## config.mk

```make
export PLATFORM = sky130hd
export DESIGN_NAME = ffh_convert
export DESIGN_NICKNAME = d
export VERILOG_FILES = /design/src/verilog/ffh_pkg.sv /design/src/verilog/ffh_convert.sv /design/src/verilog/ffh_int_to_single.sv
export VERILOG_INCLUDE_DIRS = /design/src /design/src/verilog
export SDC_FILE = /design/constraint.sdc
export NUM_CORES = 1
export LEC_CHECK = 0
export BUFFER_PORTS_ARGS = -buffer_cell sky130_fd_sc_hd__buf_2
export CAP_MARGIN = 10
export CORE_UTILIZATION = 45
export DETAILED_ROUTE_END_ITERATION = 8
export PLACE_DENSITY_LB_ADDON = 0.08
export SYNTH_ARGS = -nofsm -noshare
export SYNTH_HDL_FRONTEND = slang
export SYNTH_SLANG_ARGS = --single-unit
```

## constraint.sdc

```tcl
create_clock -name clk -period 6.1 [get_ports clk]
set_input_delay 1.22 -clock clk [delete_from_list [all_inputs] [get_ports clk]]
set_output_delay 1.22 -clock clk [all_outputs]
set_load 0.02 [all_outputs]
```

## src/verilog/ffh_map.svh

```systemverilog
// Constants for the conversion datapath: encodings, register offsets, fields, resets.
// Assumes inclusion by its bare name from the package and the design modules.
`ifndef FFH_MAP_SVH
`define FFH_MAP_SVH

// Instruction patterns, first halfword in bits 31:16.
`define FFH_FIX_HW1_MASK 16'hFFBA
`define FFH_FIX_HW1_VAL 16'hEEBA
`define FFH_HALF_HW1_MASK 16'hFFBE
`define FFH_HALF_HW1_VAL 16'hEEB2
`define FFH_HW2_MASK 16'h0F50
`define FFH_HW2_VAL 16'h0A40

// Field positions inside the two halfwords.
`define FFH_HW1_DBIT 6
`define FFH_HW1_DIR 2
`define FFH_HW1_UNS 0
`define FFH_HW1_HDIR 0
`define FFH_HW2_WSEL 7
`define FFH_HW2_LOWBIT 5

// Register offsets on the bus.
`define FFH_CTRL_OFFSET 12'h000
`define FFH_STATUS_OFFSET 12'h004
`define FFH_COUNT_OFFSET 12'h008

// Control fields and resets.
`define FFH_CTRL_ENABLE 0
`define FFH_CTRL_FTZ 1
`define FFH_CTRL_RESET 2'h0
`define FFH_FLAGS_RESET 5'h00

`endif

```

## src/verilog/ffh_pkg.sv

```systemverilog
// Types shared by the conversion datapath modules.
// Assumes the constants header sits beside it.
`include "ffh_map.svh"
package ffh_pkg;

   // Floating-point exception indications, one bit each.
   typedef struct packed {
      logic idc;
      logic ixc;
      logic ufc;
      logic ofc;
      logic ioc;
   } ffh_flags_t;

   // Write-back to the extension register file.
   typedef struct packed {
      logic valid;
      logic [4:0] index;
      logic [1:0] half_en;
      logic [31:0] data;
   } ffh_wb_t;

   // Operation selected by decode.
   typedef enum logic [4:0] {
      FFH_OP_NONE = 5'b00001,
      FFH_OP_TO_FIXED = 5'b00010,
      FFH_OP_FROM_FIXED = 5'b00100,
      FFH_OP_HALF_TO_SGL = 5'b01000,
      FFH_OP_SGL_TO_HALF = 5'b10000
   } ffh_op_t;

endpackage
```

## src/verilog/ffh_convert.sv

```systemverilog
// Conversion datapath: single to and from fixed point, half to and from single.
// Assumes the decoder gives one instruction a cycle and the register file reads
// combinationally within that cycle; registers sit behind an APB slave.
`timescale 1ns/1ns
`include "ffh_map.svh"
module ffh_convert #(
   parameter int COUNT_WIDTH = 16
) (
   // Clock, reset and enable.
   input wire logic clk,
   input wire logic rst,
   input wire logic ce,
   // Instruction from the decoder.
   input wire logic instr_valid,
   input wire logic [31:0] instr,
   input wire logic cond_pass,
   // Register file read port.
   output logic [4:0] rd_index,
   input wire logic [31:0] rd_data,
   // Register file write port and exception indications.
   output ffh_pkg::ffh_wb_t wb,
   output ffh_pkg::ffh_flags_t exc_flags,
   output logic exc_valid,
   output logic undef_fault,
   // APB slave.
   input wire logic psel,
   input wire logic penable,
   input wire logic pwrite,
   input wire logic [11:0] paddr,
   input wire logic [31:0] pwdata,
   output logic [31:0] prdata,
   output logic pready,
   output logic pslverr
);

   // Refuse at elaboration a count that the 32-bit read word cannot carry.
   if (COUNT_WIDTH < 1 || COUNT_WIDTH > 32) begin : g_bad_count
      $error("COUNT_WIDTH must lie between 1 and 32");
   end

   // Register index from a 4-bit field and its extra low bit.
   function automatic logic [4:0] reg_index(input logic [3:0] field, input logic low);
      reg_index = {field, low};
   endfunction

   logic [15:0] hw1;
   logic [15:0] hw2;
   logic is_fixed;
   logic is_half;
   logic [4:0] d_idx;
   logic [4:0] m_idx;
   logic wide;
   logic uns;
   logic top;
   logic [5:0] size;
   logic [6:0] frac;
   logic frac_neg;
   logic [5:0] fbits;
   ffh_pkg::ffh_op_t op;
   logic [1:0] ctrl;
   ffh_pkg::ffh_flags_t sticky_flags;
   logic [COUNT_WIDTH-1:0] done_count;
   logic take;
   logic fault;

   // Instruction decode.
   always_comb begin
      hw1 = instr[31:16];
      hw2 = instr[15:0];
      is_fixed = ((hw1 & `FFH_FIX_HW1_MASK) == `FFH_FIX_HW1_VAL)
         && ((hw2 & `FFH_HW2_MASK) == `FFH_HW2_VAL);
      is_half = ((hw1 & `FFH_HALF_HW1_MASK) == `FFH_HALF_HW1_VAL)
         && ((hw2 & `FFH_HW2_MASK) == `FFH_HW2_VAL);
      d_idx = reg_index(hw2[15:12], hw1[`FFH_HW1_DBIT]);
      m_idx = reg_index(hw2[3:0], hw2[`FFH_HW2_LOWBIT]);
      wide = hw2[`FFH_HW2_WSEL];
      uns = hw1[`FFH_HW1_UNS];
      top = hw2[`FFH_HW2_WSEL];
      size = wide ? 6'd32 : 6'd16;
      // The producer encodes width minus count; anything else goes negative.
      frac = {1'b0, size} - {2'b00, hw2[3:0], hw2[`FFH_HW2_LOWBIT]};
      frac_neg = frac[6];
      fbits = frac[5:0];
      if (is_fixed) begin
         op = hw1[`FFH_HW1_DIR] ? ffh_pkg::FFH_OP_TO_FIXED : ffh_pkg::FFH_OP_FROM_FIXED;
      end else if (is_half) begin
         op = hw1[`FFH_HW1_HDIR] ? ffh_pkg::FFH_OP_SGL_TO_HALF
            : ffh_pkg::FFH_OP_HALF_TO_SGL;
      end else begin
         op = ffh_pkg::FFH_OP_NONE;
      end
      // The fixed form uses one register as source and destination.
      rd_index = is_fixed ? d_idx : m_idx;
      take = instr_valid && cond_pass;
      // Negative counts fault rather than write anything.
      fault = !ctrl[`FFH_CTRL_ENABLE] || op == ffh_pkg::FFH_OP_NONE
         || (is_fixed && frac_neg);
   end

   // Single to fixed point.
   logic fs;
   logic [7:0] fe;
   logic [23:0] fman;
   logic [9:0] fsh;
   logic [5:0] frs;
   logic [64:0] fext;
   logic [40:0] fmag;
   logic flost;
   logic fbig;
   logic [41:0] flim;
   logic fovf;
   logic fnan;
   logic fzero;
   logic [31:0] fraw;
   logic [31:0] fixed_res;
   ffh_pkg::ffh_flags_t fixed_fl;

   always_comb begin
      fs = rd_data[31];
      fe = rd_data[30:23];
      fnan = fe == 8'hFF && rd_data[22:0] != 23'h000000;
      fzero = fe == 8'h00 && (rd_data[22:0] == 23'h000000 || ctrl[`FFH_CTRL_FTZ]);
      fman = fzero ? 24'h000000 : {fe != 8'h00, rd_data[22:0]};
      fsh = 10'({2'b00, (fe == 8'h00) ? 8'h01 : fe}) - 10'd150 + {4'b0000, fbits};
      fbig = fe == 8'hFF;
      fmag = '0;
      flost = 1'b0;
      frs = 6'd0;
      fext = '0;
      if (!fsh[9]) begin
         fbig = fbig || (fsh > 10'd17 && !fzero);
         fmag = {17'h00000, fman} << fsh[4:0];
      end else begin
         // Round towards zero: bits shifted out are dropped, only noted.
         frs = (10'(-fsh) > 10'd41) ? 6'd41 : 6'(10'(-fsh));
         fext = {fman, 41'h0} >> frs;
         fmag = {17'h00000, fext[64:41]};
         flost = |fext[40:0];
      end
      if (uns) begin
         flim = fs ? 42'h0 : 42'((64'h1 << size) - 64'h1);
      end else begin
         flim = 42'((64'h1 << (size - 6'd1)) - {63'h0, !fs});
      end
      fovf = fbig || {1'b0, fmag} > flim;
      fraw = fs ? 32'(-fmag[31:0]) : fmag[31:0];
      if (fnan) begin
         fraw = 32'h00000000;
      end else if (fovf) begin
         fraw = fs ? 32'(-flim[31:0]) : flim[31:0];
      end
      // Extend the selected width to the full register.
      if (!wide) begin
         fixed_res = uns ? {16'h0000, fraw[15:0]}
            : {{16{fraw[15]}}, fraw[15:0]};
      end else begin
         fixed_res = fraw;
      end
      fixed_fl.ioc = fnan || fovf;
      fixed_fl.ofc = 1'b0;
      fixed_fl.ufc = 1'b0;
      fixed_fl.ixc = flost && !fnan && !fovf;
      fixed_fl.idc = fe == 8'h00 && rd_data[22:0] != 23'h000000 && ctrl[`FFH_CTRL_FTZ];
   end

   // Fixed point to single; only the low width bits take part.
   logic [31:0] xval;
   logic xsign;
   logic [31:0] xmag;
   logic [31:0] flt_res;
   logic flt_inexact;

   always_comb begin
      xval = wide ? rd_data : (uns ? {16'h0000, rd_data[15:0]}
         : {{16{rd_data[15]}}, rd_data[15:0]});
      xsign = !uns && xval[31];
      xmag = xsign ? 32'(-xval) : xval;
   end

   ffh_int_to_single #(
      .MAG_WIDTH(32)
   ) u_to_single (
      .sign(xsign),
      .mag(xmag),
      .fbits(fbits),
      .result(flt_res),
      .inexact(flt_inexact)
   );

   // Half to single and single to half.
   logic [15:0] hin;
   logic [31:0] h2s_res;
   logic [3:0] hp;
   logic [9:0] hm;
   logic hsnan;
   logic [23:0] sman;
   logic [8:0] he;
   logic hnorm;
   logic [5:0] hsh;
   logic [49:0] hext;
   logic hg;
   logic hst;
   logic [14:0] hsum;
   logic [15:0] s2h_res;
   ffh_pkg::ffh_flags_t half_fl;

   always_comb begin
      hin = top ? rd_data[31:16] : rd_data[15:0];
      hp = 4'd0;
      for (int k = 0; k < 10; k++) begin
         if (hin[k]) begin
            hp = 4'(k);
         end
      end
      hm = 10'(hin[9:0] << (4'd10 - hp));
      half_fl = '0;
      hsnan = hin[14:10] == 5'h1F && hin[9:0] != 10'h000 && !hin[9];
      if (hin[14:10] == 5'h1F) begin
         h2s_res = {hin[15], 8'hFF, hin[9:0] != 10'h000, hin[8:0], 13'h0000};
      end else if (hin[14:10] == 5'h00) begin
         h2s_res = (hin[9:0] == 10'h000) ? {hin[15], 31'h0}
            : {hin[15], 8'(8'd103 + {4'h0, hp}), hm, 13'h0000};
      end else begin
         h2s_res = {hin[15], 8'(8'd112 + {3'b000, hin[14:10]}), hin[9:0], 13'h0000};
      end
      // Single to half rounds to nearest even; tininess is judged before rounding.
      sman = {rd_data[30:23] != 8'h00, rd_data[22:0]};
      he = 9'({1'b0, rd_data[30:23]}) - 9'd112;
      hnorm = !he[8] && he != 9'd0;
      hsh = hnorm ? 6'd13 : ((9'd126 - {1'b0, rd_data[30:23]} > 9'd40) ? 6'd40
         : 6'(9'd126 - {1'b0, rd_data[30:23]}));
      hext = {sman, 26'h0} >> hsh;
      hg = hext[25];
      hst = |hext[24:0];
      hsum = (hnorm ? {he[4:0], hext[35:26]} : {5'h00, hext[35:26]})
         + {14'h0000, hg & (hst | hext[26])};
      if (op == ffh_pkg::FFH_OP_HALF_TO_SGL) begin
         half_fl.ioc = hsnan;
      end
      if (rd_data[30:23] == 8'hFF) begin
         s2h_res = {rd_data[31], 5'h1F, rd_data[22:0] != 23'h0, rd_data[21:13]};
         if (op == ffh_pkg::FFH_OP_SGL_TO_HALF) begin
            half_fl.ioc = rd_data[22:0] != 23'h0 && !rd_data[22];
         end
      end else if (rd_data[30:23] == 8'h00 && ctrl[`FFH_CTRL_FTZ]) begin
         s2h_res = {rd_data[31], 15'h0000};
         half_fl.idc = rd_data[22:0] != 23'h0 && op == ffh_pkg::FFH_OP_SGL_TO_HALF;
      end else if ((!he[8] && he >= 9'd31) || hsum[14:10] == 5'h1F) begin
         s2h_res = {rd_data[31], 5'h1F, 10'h000};
         half_fl.ofc = op == ffh_pkg::FFH_OP_SGL_TO_HALF;
         half_fl.ixc = op == ffh_pkg::FFH_OP_SGL_TO_HALF;
      end else begin
         s2h_res = {rd_data[31], hsum};
         half_fl.ixc = (hg | hst) && op == ffh_pkg::FFH_OP_SGL_TO_HALF;
         half_fl.ufc = (hg | hst) && !hnorm && op == ffh_pkg::FFH_OP_SGL_TO_HALF;
      end
   end

   // Result selection for the write-back stage.
   ffh_pkg::ffh_wb_t next_wb;
   ffh_pkg::ffh_flags_t next_fl;

   always_comb begin
      next_wb = '0;
      next_fl = '0;
      next_wb.valid = take && !fault;
      case (op)
         ffh_pkg::FFH_OP_TO_FIXED: begin
            next_wb.index = d_idx;
            next_wb.half_en = 2'b11;
            next_wb.data = fixed_res;
            next_fl = fixed_fl;
         end
         ffh_pkg::FFH_OP_FROM_FIXED: begin
            next_wb.index = d_idx;
            next_wb.half_en = 2'b11;
            next_wb.data = flt_res;
            next_fl.ixc = flt_inexact;
         end
         ffh_pkg::FFH_OP_HALF_TO_SGL: begin
            next_wb.index = d_idx;
            next_wb.half_en = 2'b11;
            next_wb.data = h2s_res;
            next_fl = half_fl;
         end
         ffh_pkg::FFH_OP_SGL_TO_HALF: begin
            next_wb.index = d_idx;
            next_wb.half_en = top ? 2'b10 : 2'b01;
            next_wb.data = top ? {s2h_res, 16'h0000} : {16'h0000, s2h_res};
            next_fl = half_fl;
         end
         default: begin
            next_wb.half_en = 2'b00;
         end
      endcase
      if (!next_wb.valid) begin
         next_wb = '0;
         next_fl = '0;
      end
   end

   // Write-back stage: data, flags and fault leave together, one per instruction.
   always_ff @(posedge clk or posedge rst) begin
      if (rst) begin
         wb <= '0;
         exc_flags <= '0;
         exc_valid <= 1'b0;
         undef_fault <= 1'b0;
      end else if (ce) begin
         wb <= next_wb;
         exc_flags <= next_fl;
         exc_valid <= next_wb.valid && (next_fl != '0);
         undef_fault <= take && fault;
      end
   end

   // APB decode; the slave answers with no wait states while ce is high.
   logic setup;
   logic access_wr;
   logic hit;

   always_comb begin
      setup = psel && !penable;
      access_wr = psel && penable && pwrite;
      hit = paddr == `FFH_CTRL_OFFSET || paddr == `FFH_STATUS_OFFSET
         || paddr == `FFH_COUNT_OFFSET;
      pready = ce;
      pslverr = psel && penable && !hit;
   end

   // Control register steers enable check and flush to zero.
   always_ff @(posedge clk or posedge rst) begin
      if (rst) begin
         ctrl <= `FFH_CTRL_RESET;
      end else if (ce && access_wr && paddr == `FFH_CTRL_OFFSET) begin
         ctrl <= pwdata[1:0];
      end
   end

   // Sticky flags clear by writing one; a new event in the same cycle wins.
   always_ff @(posedge clk or posedge rst) begin
      if (rst) begin
         sticky_flags <= `FFH_FLAGS_RESET;
      end else if (ce) begin
         sticky_flags <= (sticky_flags
            & ~((access_wr && paddr == `FFH_STATUS_OFFSET) ? pwdata[4:0] : 5'h00))
            | next_fl;
      end
   end

   // Count of completed writes, wrapping.
   always_ff @(posedge clk or posedge rst) begin
      if (rst) begin
         done_count <= '0;
      end else if (ce && next_wb.valid) begin
         done_count <= done_count + 1'b1;
      end
   end

   // Read data is captured in the setup cycle so it stands through the access.
   always_ff @(posedge clk or posedge rst) begin
      if (rst) begin
         prdata <= 32'h00000000;
      end else if (ce && setup) begin
         case (paddr)
            `FFH_CTRL_OFFSET: prdata <= {30'h0, ctrl};
            `FFH_STATUS_OFFSET: prdata <= {27'h0, sticky_flags};
            `FFH_COUNT_OFFSET: prdata <= 32'(done_count);
            default: prdata <= 32'h00000000;
         endcase
      end
   end

endmodule // ffh_convert

```

## src/verilog/ffh_int_to_single.sv

```systemverilog
// Fixed-point magnitude to single precision with round to nearest even.
// Assumes a magnitude and sign prepared by the caller; purely combinational.
`timescale 1ns/1ns
module ffh_int_to_single #(
   parameter int MAG_WIDTH = 32
) (
   // Operand.
   input wire logic sign,
   input wire logic [MAG_WIDTH-1:0] mag,
   input wire logic [5:0] fbits,
   // Result.
   output logic [31:0] result,
   output logic inexact
);

   // Refuse at elaboration any magnitude width the normaliser was not built for.
   if (MAG_WIDTH != 32) begin : g_bad_width
      $error("ffh_int_to_single serves a 32-bit magnitude only");
   end

   logic [5:0] lz;
   logic [31:0] norm;
   logic guard;
   logic sticky;
   logic rnd;
   logic [7:0] expo;

   // Leading-zero count; the last hit from the bottom is the highest one.
   always_comb begin
      lz = 6'd0;
      for (int k = 0; k < 32; k++) begin
         if (mag[k]) begin
            lz = 6'(31 - k);
         end
      end
   end

   // Exponent never leaves the normal range: 1 with 32 fraction bits still gives 95.
   always_comb begin
      norm = mag << lz;
      guard = norm[7];
      sticky = |norm[6:0];
      rnd = guard & (sticky | norm[8]);
      expo = 8'(8'd158 - {2'b00, lz} - {2'b00, fbits});
      inexact = guard | sticky;
      // A carry out of the mantissa walks into the exponent by itself.
      if (mag == '0) begin
         result = 32'h00000000;
      end else begin
         result = {sign, expo, norm[30:8]} + {31'h00000000, rnd};
      end
   end

endmodule // ffh_int_to_single

```

Yosys cells after proc, flatten, opt, wreduce, memory -nomap -nowiden
Cells that the tools add are included.
{ "classes": {"n_addsub": 20, "n_mul": 0, "div": 0, "magnitude_cmp": 5, "eq_ne": 13, "shift": 7, "muxes": 96, "n_bitwise": 9, "n_reduce_logical": 73} }
{ "op_table": {"columns": ["op", "count"], "rows": [
  ["2-to-1 mux 32 bit", 11],
  ["2-to-1 mux 5 bit", 39],
  ["case mux 32 bit (4 select lines)", 1],
  ["negator 32 bit", 3],
  ["2-to-1 mux 31 bit", 3],
  ["2-to-1 mux 42 bit", 2],
  ["left shift 1 x 6 -> 42 bit, first input constant", 2],
  [">> shifter 65 x 6 -> 65 bit", 1],
  ["2-to-1 mux 15 bit", 4],
  [">> shifter 50 x 6 -> 36 bit", 1],
  ["case mux 16 bit (3 select lines)", 1],
  ["> comparator 41 x 42 -> 1 bit", 1],
  ["subtractor 42 x 1 -> 42 bit", 1],
  ["subtractor 42 x 1 -> 42 bit, second input constant", 1],
  ["2-to-1 mux 41 bit", 1],
  ["OR reduction 41 bit", 1],
  ["left shift 24 x 5 -> 41 bit", 1],
  ["2-to-1 mux 40 bit", 1],
  ["2-to-1 mux 4 bit", 9],
  ["logical AND 1 bit", 34],
  ["adder 32 x 1 -> 32 bit", 1],
  ["logical NOT 32 bit", 1],
  ["left shift 32 x 5 -> 31 bit", 1],
  ["OR reduction 25 bit", 1],
  ["other kinds (62)", 101]
]} }
{ "totals": {"reg_bits": 102, "latchBits": 0, "mem_bits_rw": 0, "romBits": 0, "input_bits": 116, "out_inout_bits": 86, "word_cells": 242, "n_memories": 0} }

Logic depth before layout (Yosys ltp)
{ "logic_depth": {"depth_word": 45, "depth_mapped": 46, "mapped_depth_nobuf": 39} }

Hierarchy
Synthesis repeated with hierarchy kept, for this count alone.
{ "unflattened": {"cells_unflattened": 3065, "hier_area_um2": 20921.3} }
{ "modules_own_cells": {"columns": ["module", "n_inst", "cells_per_inst", "area_each_um2", "seq_area_each_um2"], "rows": [
  ["ffh_convert", 1, 2560, 17560.6, 2152.1],
  ["ffh_int_to_single", 1, 505, 3360.7, 0.0]
]} }

Least setup slack after synthesis
OpenSTA, ideal clock, no wires.
{ "synth_path": {"path_type": "in2reg", "start": "input port rd_data[24]", "end": "register wb[25] (netlist name)", "setup_ps": 124, "t_arrival_ps": 9235, "required_time_ps": 5976, "slack_ps": -3258, "path_stages": 43, "n_path_buf": 7, "path_cell_list": "clkbuf_1 -> inv_1 -> ha_1 -> nor3b_2 -> nand2_1 -> clkbuf_1 -> nand2_1 -> ha_1 -> inv_1 -> fa_1 -> buf_1 -> buf_1 -> inv_1 -> ha_1 -> nand2_1 -> a211oi_1 -> a221o_1 -> o2111a_1 -> [7 not listed] -> ha_1 -> nor2b_1 -> o21a_1 -> o21a_1 -> o21a_1 -> o21a_1 -> o21a_1 -> o21ai_0 -> a21boi_0 -> o211a_1 -> or2_2 -> clkbuf_1 -> nand3_1 -> o2111a_1 -> o211ai_1 -> and2_0 -> a21boi_0 -> o31a_1"} }
{ "synth_between": {"elab_chain_cells": 19, "elab_cells_between_ends": 81, "classes_between": "add/sub (12); order compare (5); eq/ne (2); shift (4); mux (36); bitwise (4); reduce/logical (18)"} }
{ "synth_rtl": {"columns": ["item", "line_no", "text"], "rows": [
  ["start: declaration", "ffh_convert.sv:19", "input wire logic [31:0] rd_data,"],
  ["branches (longest 17 deep; another with negator 32 bit)", null, null],
  ["case mux 32 bit (4 select lines) *", "ffh_convert.sv:267", "case (op)"],
  ["2-to-1 mux 40 bit *", "ffh_convert.sv:296", "if (!next_wb.valid) begin"],
  ["end signal: assignment", "ffh_convert.sv:310", "wb <= next_wb;"],
  ["end: declaration", "ffh_convert.sv:21", "output ffh_pkg::ffh_wb_t wb,"]
]} }
Every way passes the cells marked *.
A chain may end at the register's enable or synchronous reset.

Final worst setup path
{ "layout_path": {"start": "input port rd_data[27]", "end": "register wb[28] (netlist name)"} }
{ "layout_between": {"elab_chain_cells": 17, "elab_cells_between_ends": 76, "classes_between": "add/sub (12); order compare (5); eq/ne (3); shift (4); mux (30); bitwise (4); reduce/logical (18)"} }
{ "layout_rtl": {"columns": ["item", "line_no", "text"], "rows": [
  ["logical NOT 8 bit, or another cell as far along", "ffh_convert.sv:122, ffh_convert.sv:124, ffh_convert.sv:245", null],
  ["2-to-1 mux 8 bit, or another cell as far along", "ffh_convert.sv:124", "fsh = 10'({2'b00, (fe == 8'h00) ? 8'h01 : fe}) - 10'd150 + {4'b0000, fbits};"],
  ["subtractor 8 x 8 -> 9 bit, or another cell as far along", "ffh_convert.sv:124", null],
  ["adder 9 x 7 -> 10 bit or 2-to-1 mux 6 bit (tied branches)", "ffh_convert.sv:124, ffh_convert.sv:230", null],
  ["negator 10 bit or >> shifter 50 x 6 -> 36 bit (tied branches)", "ffh_convert.sv:135, ffh_convert.sv:232", null],
  ["> comparator 10 x 6 -> 1 bit or OR reduction 25 bit (tied branches)", "ffh_convert.sv:135, ffh_convert.sv:234", null],
  ["2-to-1 mux 6 bit or bitwise OR 1 bit (tied branches)", "ffh_convert.sv:135, ffh_convert.sv:236", null],
  [">> shifter 65 x 6 -> 65 bit or bitwise AND 1 bit (tied branches)", "ffh_convert.sv:136, ffh_convert.sv:236", null],
  ["2-to-1 mux 41 bit or adder 15 x 1 -> 15 bit (tied branches)", "ffh_convert.sv:130, ffh_convert.sv:236", null],
  ["negator 32 bit, or another cell as far along", "ffh_convert.sv:146", "fraw = fs ? 32'(-fmag[31:0]) : fmag[31:0];"],
  ["2-to-1 mux 32 bit, or another cell as far along", "ffh_convert.sv:146", null],
  ["2-to-1 mux 32 bit or 2-to-1 mux 15 bit (tied branches)", "ffh_convert.sv:149, ffh_convert.sv:248", null],
  ["2-to-1 mux 32 bit or 2-to-1 mux 15 bit (tied branches)", "ffh_convert.sv:147, ffh_convert.sv:245", null],
  ["2-to-1 mux 32 bit or 2-to-1 mux 15 bit (tied branches)", "ffh_convert.sv:154, ffh_convert.sv:240", null],
  ["2-to-1 mux 32 bit, on equally long branches", "ffh_convert.sv:153, ffh_convert.sv:289", null],
  ["case mux 32 bit (4 select lines) *", "ffh_convert.sv:267", null],
  ["2-to-1 mux 40 bit *", "ffh_convert.sv:296", null]
]} }
Every way passes the cells marked *; elsewhere a longest branch is shown, timed or not.

==> flow_summary.toml <==
[yosys]
synth_edf_count = 0
post_synth_fa_ha_maj_area_fraction_pct = 4.75
synthArstFlopShare_pct = 100
synth_most_common_cell = "nand2_1"
synth_area_leaders = "dfrtp_1, mux2i_1, nand2_1, nor2_1, ha_1"
synth_compound_area_share_pct = 37.7
synth_top_family_by_area = "compound AO/OA/AOI/OAI gates"
synthCells = 3042
synth-seq-area-share_pct = 10.2
ys_ff_latch = 86
ys_warn_count = 0
synth_cell_types = 128
synthMuxAreaShare_pct = 8.79
synth-xor-area-share_pct = 4.51
ys.flop_type = "dfrtp_1"
syn-cell-area_sq_um = 21100
synth_top_cell_area_share_pct = 10.2
yosys.area.top_type = "dfrtp_1"
avgSynthCellArea_sq_um = 6.95
synth-simple-area-share_pct = 26.9
synth_common_cells = "nand2_1, nor2_1, o21ai_0"

[timing]
rsz0062_at_grt = "true"
hold_viol = 0
setup_viol = 41
whs_ns = 0.479
tns_ns = -78.19
tightest_slew_ns = 1.12
slew_viol_final = 0
max-slew-margin-rel_pct = 25.6
period_minus_slack_ns = 8.36
setup_ws_ns = -2.26
min_period_over_period_pct = 137
fmax_mhz = 120
fin_skew_ns = 0.00487

[critical_path]
worst_ep_arrival_time_ns = 8.60
cp-end-kind = "flop"
path_class = "in -> reg"
crit_required_ns = 6.34
start_kind = "primary input"
cpPeakStageDelay_ns = 0.33
slowest_stage = "o2111a_2"
cp_max_fo = 11
crit_path_frequent_cell = "o21a_1"

[flow_run]
cap_violations = 0

[routing]
drt_wl_total_microns = 124000
drc_errors = 0
drt_first_pass_iters = 8
ant_nets = 0
vias = 31900
post_drt_wl_per_cell_microns = 26.5
viasPerCell = 6.84
drt_iter0_markers = 5013

[floorplanning]
dieArea_sq_um = 47900
coreArea_sq_um = 46500
die_y_microns = 219
start_util_pct = 45.5
die_x_microns = 219
rows = 79
pin_count = 202

[clock_network]
h-tree-depth = 3
cts_buffer_depth = 2
numCtsBuffers = 9
insertion_delay_ns = 0.34
clkTransAtPathRegs_ns = 0.07
cts_tree = "built"
cts_root_buf = "clkbuf_16"
cts.sinks = 86
hold_buffers = 0

[global_route]
grt_pass1_wl_microns = 181000
grt_start_max_net_pins = 87
grt_overflow = 0
first_global_vias = 30300
antenna_found_initial = 4
gr-usage-all-layers_pct = 49.3

[place]
hpwlAfterDp_microns = 96800
port_buffers = 158
dpl_worst_slack_ns = -2.72
place_congestion = 1.10
dp.cells = 4606

[pwr]
p_per_area_nw_per_um2 = 240
peakVddDrop_v = 0.000229
power.total_mw = 7.47
leakage_nw = 14.1

[status]
status = "finished, violations left"
failed_checks = "setup timing"

[finish]
drive_above_1_share_pct = 37.6
syn2layout_area_growth_pct = 47.3
stdcell_count = 4667
fin_nets = 4248

[min_path]
min_path_type = "reg -> reg"
[routing by layer]
metal	global-route usage (%)	vias to the layer above	part of all wire, %
met5	0	-	0.023
li1	-	13700	-
met4	34.2	4	8.6
met3	12.3	771	13
met1	60.1	14900	37
met2	75.8	2534	42
[kinds of logic (layout without fill, tap and decap cells)]
group	count (synthesis)	count (layout)
simple gates	1146	1146
compound gates	1105	1105
buf+inv	348	1349
mux	168	168
xor+xnor	109	109
flops	86	86
fa+ha+maj	79	79
other cells	1	18
[power breakdown]
group | switching (mW) | internal [mW]
registers | 0.000371 | 0.570
logic | 3.53 | 2.79
clock network | 0.251 | 0.327
total | 3.78 | 3.69
[final cells by class]
class,count,area (sq um)
multi-input cells,2623,18400
clock buffers,9,225
diodes,2,5.00
repair buffers,1240,9140
flip-flops and latches,86,2150
fillers,3942,15300
well taps,607,759
inverters,93,367
clock inverters,7,87.6
[critical path, delay by kind of cell]
| family | cells | cell delay [ns] |
|---|---|---|
| simple gates | 9 | 1.57 |
| compound gates | 19 | 3.33 |
| fa+ha+maj | 4 | 0.89 |
| xor+xnor | 1 | 0.19 |
| buf+inv | 11 | 1.39 |
[state kept, by name, indices dropped and copies added, names as in the netlist]
name	flops
exc_flags	5
done_count	16
prdata	16
sticky_flags	5
undef_fault	1
ctrl	2
wb	40
exc_valid	1
[timing repair]
item | in CTS | in global routing
buffers inserted | 24 | 26
endpoints found under the setup margin | 41 | 41
gates resized for setup | 81 | 80
pin swaps | 42 | 48
[layout by cell type, fill, tap and decap left out, types with 29 or more instances in the layout]
cell	instances
a211oi_1	60
a21oi_1	167
a22oi_1	40
a31oi_1	43
and2_1	29
buf_2	157
buf_4	1052
dfrtp_1	86
ha_1	70
inv_1	76
mux2i_1	123
nand2_1	332
nand3_1	108
nand4_1	48
nor2_1	261
nor3_1	87
nor4_1	32
o211ai_1	57
o21ai_0	172
o22ai_1	52
o31ai_1	37
or3_1	32
xnor2_1	74
[stage by stage]
stage | area [sq um] | util (%)
6_report | 31200 | 67.1
5_1_grt | 31200 | 67.1
4_1_cts | 30600 | 65.8
3_5_place_dp | 29800 | 64.2
3_3_place_gp | 29800 | 64.2
2_1_floorplan | 21600 | -
[path summary, 6_finish.rpt]
kind                                startpoint                 end  slack, ns  cells after the start
min in group asynchronous                  rst  wb[39]$_DFFE_PP0P_       1.23                      3
min                         wb[35]$_DFFE_PP0P_  wb[35]$_DFFE_PP0P_       0.48                      1
min reg2reg                 wb[35]$_DFFE_PP0P_  wb[35]$_DFFE_PP0P_       0.48                      1
max in group asynchronous                  rst  wb[29]$_DFFE_PP0P_       4.17                      3
max                                rd_data[27]  wb[28]$_DFFE_PP0P_      -2.26                     44
max reg2reg                ctrl[1]$_DFFE_PP0P_  wb[28]$_DFFE_PP0P_       0.39                     28
Power figures use the tool's default switching activity.
